==> config.mk <==
export PLATFORM = sky130hd
export DESIGN_NAME = evcfg_top
export DESIGN_NICKNAME = d
export VERILOG_FILES = /design/src/logic/evcfg_pkg.sv /design/src/logic/evcfg_if.sv /design/src/logic/evcfg_gen.sv /design/src/logic/evcfg_top.sv
export SDC_FILE = /design/constraint.sdc
export NUM_CORES = 1
export LEC_CHECK = 0
export BUFFER_PORTS_ARGS = -buffer_cell sky130_fd_sc_hd__clkbuf_2
export CAP_MARGIN = 20
export CORE_MARGIN = 2
export CORE_UTILIZATION = 44
export CTS_CLUSTER_DIAMETER = 120
export DETAILED_ROUTE_END_ITERATION = 10
export GPL_TIMING_DRIVEN = 0
export PLACE_DENSITY = 0.82
export RECOVER_POWER = 25
export SLEW_MARGIN = 25
export SYNTH_ARGS = -nofsm -noshare
export SYNTH_HDL_FRONTEND = slang
export SYNTH_HIERARCHICAL = 1
export SYNTH_SLANG_ARGS = --single-unit
==> constraint.sdc <==
create_clock -name core_clk -period 1.4 [get_ports core_clk]
set_input_delay 0.14 -clock core_clk [delete_from_list [all_inputs] [get_ports core_clk]]
set_output_delay 0.14 -clock core_clk [all_outputs]
set_load 0.05 [all_outputs]
==> src/logic/evcfg_pkg.sv <==
// Constants for the event output control bits of the sensor configuration.
// Assumes a 16-bit configuration word supplied by the serial protocol engine.
package evcfg_pkg;
  localparam int unsigned EVCFG_CFG_W = 16;
  localparam int unsigned EVCFG_BIT_MODE = 0;
  localparam int unsigned EVCFG_BIT_POL = 1;
  localparam int unsigned EVCFG_BIT_CVO = 2;
  localparam int unsigned EVCFG_BIT_EN = 3;
  localparam logic EVCFG_RST_MODE = 1'b0;
  localparam logic EVCFG_RST_POL = 1'b0;
  localparam logic EVCFG_RST_CVO = 1'b0;
  localparam logic EVCFG_RST_EN = 1'b0;
  localparam logic [15:0] EVCFG_RD_ZERO = 16'h0000;
endpackage : evcfg_pkg

==> src/logic/evcfg_if.sv <==
// Carries the effective event settings to the event state generator.
// Assumes both ends run on the same core clock.
`timescale 1ns/100ps
interface evcfg_if;
  logic above_window;
  logic above_crit;
  logic crit_only;
  logic int_mode;
  logic clear;
  logic shut_freeze;
  logic shut_idle;
  logic asserted;
  modport ctl (
    output above_window, above_crit, crit_only, int_mode, clear, shut_freeze, shut_idle,
    input asserted
  );
  modport gen (
    input above_window, above_crit, crit_only, int_mode, clear, shut_freeze, shut_idle,
    output asserted
  );
endinterface : evcfg_if

==> src/logic/evcfg_gen.sv <==
// Event state generator: comparator or latched interrupt behaviour.
// Assumes threshold conditions are already synchronous to core_clk.
`timescale 1ns/100ps
module evcfg_gen (
  // Clock and reset
  input wire logic core_clk,
  input wire logic arst_n,
  // Settings and conditions
  evcfg_if.gen ev
);
  import evcfg_pkg::*;

  logic cond;
  logic rise;
  logic cond_q, cond_d;
  logic pend_q, pend_d;
  logic asserted_q, asserted_d;

  // Critical-only selection
  assign cond = ev.crit_only ? ev.above_crit : (ev.above_window | ev.above_crit);
  assign rise = cond & ~cond_q & ~ev.shut_freeze & ~ev.shut_idle;

  always_comb begin
    cond_d = cond;
    // Clear, set wins
    pend_d = (rise & ev.int_mode) | (pend_q & ~ev.clear);
    // Shutdown freeze or idle
    if (ev.shut_idle) begin
      asserted_d = 1'b0;
    end else if (ev.shut_freeze) begin
      asserted_d = asserted_q;
    // Interrupt latches, comparator follows
    end else if (ev.int_mode) begin
      asserted_d = pend_d;
    end else begin
      asserted_d = cond;
    end
  end

  always_ff @(posedge core_clk or negedge arst_n) begin
    if (!arst_n) begin
      cond_q <= 1'b0;
      pend_q <= 1'b0;
      asserted_q <= 1'b0;
    end else begin
      cond_q <= cond_d;
      pend_q <= pend_d;
      asserted_q <= asserted_d;
    end
  end

  assign ev.asserted = asserted_q;

  property p_idle_off;
    @(posedge core_clk) disable iff (!arst_n)
    ev.shut_idle |=> !asserted_q;
  endproperty
  a_idle_off: assert property (p_idle_off) else $error("event asserted in idle shutdown");

  property p_freeze;
    @(posedge core_clk) disable iff (!arst_n)
    ev.shut_freeze |=> asserted_q == $past(asserted_q);
  endproperty
  a_freeze: assert property (p_freeze) else $error("event moved while frozen");

  property p_clear;
    @(posedge core_clk) disable iff (!arst_n)
    (ev.clear && !rise) |=> !pend_q;
  endproperty
  a_clear: assert property (p_clear) else $error("pending event not cleared");

  property p_comparator;
    @(posedge core_clk) disable iff (!arst_n)
    (!ev.int_mode && !ev.shut_freeze && !ev.shut_idle) |=> asserted_q == $past(cond);
  endproperty
  a_comparator: assert property (p_comparator) else $error("comparator not following");

  property p_crit_only;
    @(posedge core_clk) disable iff (!arst_n)
    (ev.crit_only && !ev.above_crit && !ev.int_mode && !ev.shut_freeze && !ev.shut_idle)
      |=> !asserted_q;
  endproperty
  a_crit_only: assert property (p_crit_only) else $error("non-critical event passed");

  property p_latch;
    @(posedge core_clk) disable iff (!arst_n)
    (ev.int_mode && rise) |=> asserted_q;
  endproperty
  a_latch: assert property (p_latch) else $error("interrupt not latched");
endmodule : evcfg_gen

==> src/logic/evcfg_top.sv <==
// Event output control bits of the sensor configuration and the event pin.
// Assumes writes, lock bits, shutdown and conditions come from core logic.
// Operation
// Either lock set: writes to output enable and mode bits are ignored.
// Critical-only bit 2: 0 alarm or critical events, 1 critical only.
// Alarm-window lock set: critical-only bit writes are ignored.
// Polarity bit 1: 0 active low, 1 active high; locked by either lock.
// Polarity change moves the pin at once, even during shutdown.
// Shutdown: hold select 0 freezes event, 1 drives it de-asserted.
// Other bit changes apply after a conversion completes outside shutdown.
// Shutdown with timeout disabled, or data pin disabled: polarity deferred.
// Mode bit 0: 0 comparator, 1 interrupt.
// Output enable bit 3: 0 keeps the pin released, 1 allows drive.
// Clear bit or alert response clears a pending interrupt event.
// Comparator follows condition; interrupt stays asserted until cleared.
`timescale 1ns/100ps
module evcfg_top (
  // Clock and reset
  input wire logic core_clk,
  input wire logic arst_n,
  // Configuration write and read
  input wire logic cfg_wr,
  input wire logic [evcfg_pkg::EVCFG_CFG_W-1:0] cfg_wdata,
  output logic [evcfg_pkg::EVCFG_CFG_W-1:0] cfg_rdata,
  // Lock bits
  input wire logic crit_lock,
  input wire logic alarm_lock,
  // Shutdown and bus settings
  input wire logic shutdown,
  input wire logic shutdown_alert_hold_select,
  input wire logic bus_timeout_disable,
  input wire logic data_pin_enable,
  input wire logic conv_done,
  // Threshold conditions
  input wire logic above_window,
  input wire logic above_crit,
  // Event clearing
  input wire logic clear_pending_alert,
  input wire logic alert_response,
  // Event pin, open drain
  output logic event_out,
  output logic event_oe_n,
  output logic event_status
);
  import evcfg_pkg::*;

  evcfg_if ev ();

  logic lock_any;
  logic pol_defer;
  logic pin_level;
  logic sh_mode_q, sh_mode_d;
  logic sh_pol_q, sh_pol_d;
  logic sh_cvo_q, sh_cvo_d;
  logic sh_en_q, sh_en_d;
  logic act_mode_q, act_mode_d;
  logic act_pol_q, act_pol_d;
  logic act_cvo_q, act_cvo_d;
  logic act_en_q, act_en_d;
  logic oe_n_q, oe_n_d;
  logic stat_q, stat_d;
  logic [EVCFG_CFG_W-1:0] rd_q, rd_d;

  assign lock_any = crit_lock | alarm_lock;
  // Polarity deferral in shutdown
  assign pol_defer = shutdown & (bus_timeout_disable | ~data_pin_enable);

  // Written copy of the bits
  always_comb begin
    sh_mode_d = sh_mode_q;
    sh_pol_d = sh_pol_q;
    sh_cvo_d = sh_cvo_q;
    sh_en_d = sh_en_q;
    if (cfg_wr) begin
      // Enable and mode locked
      if (!lock_any) begin
        sh_en_d = cfg_wdata[EVCFG_BIT_EN];
        sh_mode_d = cfg_wdata[EVCFG_BIT_MODE];
      end
      // Polarity locked
      if (!lock_any) begin
        sh_pol_d = cfg_wdata[EVCFG_BIT_POL];
      end
      // Critical-only locked
      if (!alarm_lock) begin
        sh_cvo_d = cfg_wdata[EVCFG_BIT_CVO];
      end
    end
  end

  // Effective copy used by the event logic
  always_comb begin
    act_mode_d = act_mode_q;
    act_cvo_d = act_cvo_q;
    act_en_d = act_en_q;
    // Apply on conversion outside shutdown
    if (conv_done && !shutdown) begin
      act_mode_d = sh_mode_q;
      act_cvo_d = sh_cvo_q;
      act_en_d = sh_en_q;
    end
    // Polarity follows at once
    act_pol_d = pol_defer ? act_pol_q : sh_pol_q;
  end

  // Pin drive and readback
  always_comb begin
    // Level from polarity
    pin_level = act_pol_q ? ev.asserted : ~ev.asserted;
    // Released unless enabled
    oe_n_d = ~(act_en_q & ~pin_level);
    stat_d = act_en_q & ev.asserted;
    rd_d = EVCFG_RD_ZERO;
    rd_d[EVCFG_BIT_MODE] = sh_mode_q;
    rd_d[EVCFG_BIT_POL] = sh_pol_q;
    rd_d[EVCFG_BIT_CVO] = sh_cvo_q;
    rd_d[EVCFG_BIT_EN] = sh_en_q;
  end

  always_ff @(posedge core_clk or negedge arst_n) begin
    if (!arst_n) begin
      sh_mode_q <= EVCFG_RST_MODE;
      sh_pol_q <= EVCFG_RST_POL;
      sh_cvo_q <= EVCFG_RST_CVO;
      sh_en_q <= EVCFG_RST_EN;
      act_mode_q <= EVCFG_RST_MODE;
      act_pol_q <= EVCFG_RST_POL;
      act_cvo_q <= EVCFG_RST_CVO;
      act_en_q <= EVCFG_RST_EN;
      oe_n_q <= 1'b1;
      stat_q <= 1'b0;
      rd_q <= EVCFG_RD_ZERO;
    end else begin
      sh_mode_q <= sh_mode_d;
      sh_pol_q <= sh_pol_d;
      sh_cvo_q <= sh_cvo_d;
      sh_en_q <= sh_en_d;
      act_mode_q <= act_mode_d;
      act_pol_q <= act_pol_d;
      act_cvo_q <= act_cvo_d;
      act_en_q <= act_en_d;
      oe_n_q <= oe_n_d;
      stat_q <= stat_d;
      rd_q <= rd_d;
    end
  end

  // Open drain only ever pulls low
  always_ff @(posedge core_clk or negedge arst_n) begin
    if (!arst_n) begin
      event_out <= 1'b0;
    end else begin
      event_out <= 1'b0;
    end
  end

  // Settings to the generator
  assign ev.crit_only = act_cvo_q;
  // Mode selection
  assign ev.int_mode = act_mode_q;
  assign ev.above_window = above_window;
  assign ev.above_crit = above_crit;
  // Clear sources
  assign ev.clear = clear_pending_alert | alert_response;
  // Shutdown behaviour select
  assign ev.shut_freeze = shutdown & ~shutdown_alert_hold_select;
  assign ev.shut_idle = shutdown & shutdown_alert_hold_select;

  evcfg_gen u_gen (
    .core_clk(core_clk),
    .arst_n(arst_n),
    .ev(ev)
  );

  assign event_oe_n = oe_n_q;
  assign event_status = stat_q;
  assign cfg_rdata = rd_q;

  property p_lock_en_mode;
    @(posedge core_clk) disable iff (!arst_n)
    (cfg_wr && lock_any) |=> (sh_en_q == $past(sh_en_q)) && (sh_mode_q == $past(sh_mode_q));
  endproperty
  a_lock_en_mode: assert property (p_lock_en_mode) else $error("locked bit changed");

  property p_lock_cvo;
    @(posedge core_clk) disable iff (!arst_n)
    (cfg_wr && alarm_lock) |=> sh_cvo_q == $past(sh_cvo_q);
  endproperty
  a_lock_cvo: assert property (p_lock_cvo) else $error("critical-only changed under lock");

  property p_lock_pol;
    @(posedge core_clk) disable iff (!arst_n)
    (cfg_wr && lock_any) |=> sh_pol_q == $past(sh_pol_q);
  endproperty
  a_lock_pol: assert property (p_lock_pol) else $error("polarity changed under lock");

  property p_write_ok;
    @(posedge core_clk) disable iff (!arst_n)
    (cfg_wr && !lock_any) |=> sh_pol_q == $past(cfg_wdata[EVCFG_BIT_POL]) ##1
      rd_q[EVCFG_BIT_POL] == $past(sh_pol_q);
  endproperty
  a_write_ok: assert property (p_write_ok) else $error("polarity write lost");

  property p_pol_now;
    @(posedge core_clk) disable iff (!arst_n)
    (sh_pol_q != act_pol_q && !pol_defer) |=> act_pol_q == $past(sh_pol_q);
  endproperty
  a_pol_now: assert property (p_pol_now) else $error("polarity change delayed");

  property p_pol_defer;
    @(posedge core_clk) disable iff (!arst_n)
    pol_defer |=> act_pol_q == $past(act_pol_q);
  endproperty
  a_pol_defer: assert property (p_pol_defer) else $error("polarity not deferred");

  property p_hold_shutdown;
    @(posedge core_clk) disable iff (!arst_n)
    shutdown |=> (act_mode_q == $past(act_mode_q)) && (act_en_q == $past(act_en_q))
      && (act_cvo_q == $past(act_cvo_q));
  endproperty
  a_hold_shutdown: assert property (p_hold_shutdown) else $error("applied bit moved");

  property p_disabled;
    @(posedge core_clk) disable iff (!arst_n)
    !act_en_q |=> event_oe_n;
  endproperty
  a_disabled: assert property (p_disabled) else $error("pin driven while disabled");

  property p_mode_apply;
    @(posedge core_clk) disable iff (!arst_n)
    (conv_done && !shutdown) |=> act_mode_q == $past(sh_mode_q);
  endproperty
  a_mode_apply: assert property (p_mode_apply) else $error("mode not applied");
endmodule : evcfg_top
==> impl_metrics.csv <==
group,metric,value,unit
power,power_density,1310,nW/µm²
cells_and_area,nFillCells,140,
global_route,grt_util_met2,20.6,%
routing,drt_iter0_drc,6,
routing,vias_per_cell,4.00,
floorplan,initial_core_util,46.2,%
synthesis,synth_top_area_share,50.7,%
critical_path,cp.buffers_inverters,1,
routing,firstDrtPassIters,2,
synthesis,netlist_area,790,µm²
routing,post_drt_wl_per_cell,9.18,µm
critical_path,startpoint_type,"flip-flop",
cells_and_area,nets,131,
sta,rsz0062_at_grt,"false",
cells_and_area,utilization,59.6,%
sta,fmax,0.825,GHz
cells_and_area,multiInputGateArea,299,µm²
clock_tree,cts_buffers,3,
floorplan,ios,49,
cells_and_area,layoutNonFillerInstCount,125,
clock_tree,clock-sinks,17,
routing,wl,1.15,mm
cells_and_area,drive_gt1_share,54.0,%
synthesis,synthFlopType,"dfrtp_1",
job,max_cap_viol_count,0,
clock_tree,htreeDepth,1,
sta,clock_skew,8.87,ps
placement,dp.cells,120,
critical_path,worst_setup_path_end_kind,"output pin",
floorplan,fp-row-count,15,
synthesis,yosys_warnings,6,
clock_tree,clkTransAtPathRegs,100,ps
critical_path,crit_arrival,1070,ps
sta,hold_ws,78.4,ps
placement,portBuffers,23,
sta,worstMarginPinSlew,871,ps
power,leakage,0.000548,µW
placement,gp_congestion,0.613,
global_route,grt_max_degree,18,
routing,routed-via-count,500,
cells_and_area,diodes,0,
floorplan,die_w,46.4,µm
cells_and_area,final_common_cell,"clkbuf_2",
global_route,antenna_found_initial,0,
critical_path,max_stage_delay,520,ps
synthesis,synth_area_leaders,"dfrtp_1 (51%), buf_4 (12%), mux2_2 (7.1%)",
synthesis,synth_edf_count,0,
floorplan,core_area,1710,µm²
critical_path,crit_required,1260,ps
critical_path,cpLargestDelayFamily,"flip-flops",
clock_tree,post_cts_resized,0,
sta,finalSetupTns,0,ps
clock_tree,clk_latency,280,ps
global_route,grtUsageMet3,2.75,%
global_route,track_usage,12.4,%
placement,hpwl,984,µm
cells_and_area,final_cell_mix,"clkbuf_2 (22), dfrtp_1 (16), buf_4 (13), conb_1 (13), mux2_2 (5)",
routing,ant_nets,0,
synthesis,synth_seq_cells,17,
synthesis,seq_area_frac_synth,54.0,%
cells_and_area,seqCellArea,427,µm²
sta,timing.final.crit_share,86.6,%
floorplan,die_area,2150,µm²
clock_tree,clock_path_buffers,2,
clock_tree,cts_root_buffer,"clkbuf_4",
global_route,grt_pass1_wl,1.86,mm
synthesis,synthDistinctLibCells,20,
critical_path,crit_type,"flip-flop to output pin",
outcome,outcome,"completed",
global_route,grt_use_met1,14.6,%
global_route,grt_overflow,0,
worst_hold_path,min_path_type,"primary input to flip-flop",
clock_tree,cts_tree,"yes",
global_route,grt_pass1_vias,474,
sta,final_hold_viol_count,0,
power,power.total,1330,µW
routing,drc,0,
cells_and_area,area_growth,28.8,%
synthesis,synth_async_sr_flop_share,100,%
sta,min_period,1210,ps
critical_path,path_cells,"clkbuf_2",
critical_path,cp_max_fo,1,
floorplan,die_h,46.4,µm
synthesis,synth_top_area_cell,"dfrtp_1",
power,vdd_drop_max,0.731,mV
global_route,grt_busiest_layer,"met2",
sta,setup_viol,0,
synthesis,avgSynthCellArea,13.2,µm²
critical_path,critPathSlowestCell,"dfstp_2",
sta,finalMaxSlewViolations,0,
sta,relSlewSlack,41.9,%
synthesis,synthCells,60,
==> Yosys cell counts, types with 2 or more instances <==
cell / number
and2_1: 2
mux2_4: 3
mux2_2: 5
dfrtp_1: 16
o21ai_0: 3
inv_1: 3
buf_4: 13
nor2b_4: 3
==> cells by family after synthesis <==
kind of cell,after synthesis,share of synthesized area [%]
AO/OA/AOI/OAI,6,4.91
XOR/XNOR,1,1.11
buffers and inverters,16,13.8
flip-flops,17,54.0
multiplexers,8,12.8
other,1,0.475
AND/OR/NAND/NOR,11,12.8
==> layer usage <==
layer	part of all wire, %	routed length, µm
met5	0	0
met2	57	657
met3	5.0	57
met4	1.2	14
met1	36	417
==> state kept, by name (all words and copies together), names as in the netlist <==
register and flops:
act_cvo_q 1, act_en_q 1, act_mode_q 1, act_pol_q 1, cfg_rdata 4, event_oe_n 1, event_status 1, sh_cvo_q 1
sh_en_q 1, sh_mode_q 1, sh_pol_q 1, u_gen/cond_q 1, u_gen/ev.asserted 1, u_gen/pend_q 1
==> area by class of cell <==
class	instances	area share, %
buffer	13	9.59
clock buffer	3	2.21
clock inverter	1	0.492
inverter	3	1.11
multi-input combinational	39	29.4
sequential	17	41.9
tap	25	3.08
timing repair buffer	24	12.2
==> path summary, 6_finish.rpt <==
kind / from / end / slack, ps / depth (start not counted)
setup / recovery: event_oe_n / event_oe_n / 190 / 1
hold / removal: cfg_wdata[1] / sh_pol_q / 80 / 2
setup reg to reg: u_gen/cond_q / u_gen/ev.asserted / 430 / 3
hold reg to reg: sh_mode_q / cfg_rdata[0] / 410 / 0
max in group asynchronous: arst_n / act_mode_q / 390 / 2
min in group asynchronous: arst_n / act_pol_q / 470 / 2
==> metrics by stage <==
stage / setup slack, ps / area (µm²)
after floorplan: 495 / 835
after global placement: 383 / 981
after detailed placement: 351 / 981
after CTS: 174 / 1020
after global routing: 149 / 1020
final: 188 / 1020
==> what timing repair did <==
action | CTS | global route
hold buffers | 1 | 0
buffers inserted | 0 | 0
hold endpoints to repair | 16 | 0
==> where the power goes <==
part | total [µW] | switching [µW] | internal (µW)
clock network | 251 | 145 | 106
registers | 650 | 55.6 | 594
logic | 433 | 278 | 155
(Power assumes the default switching activity.)
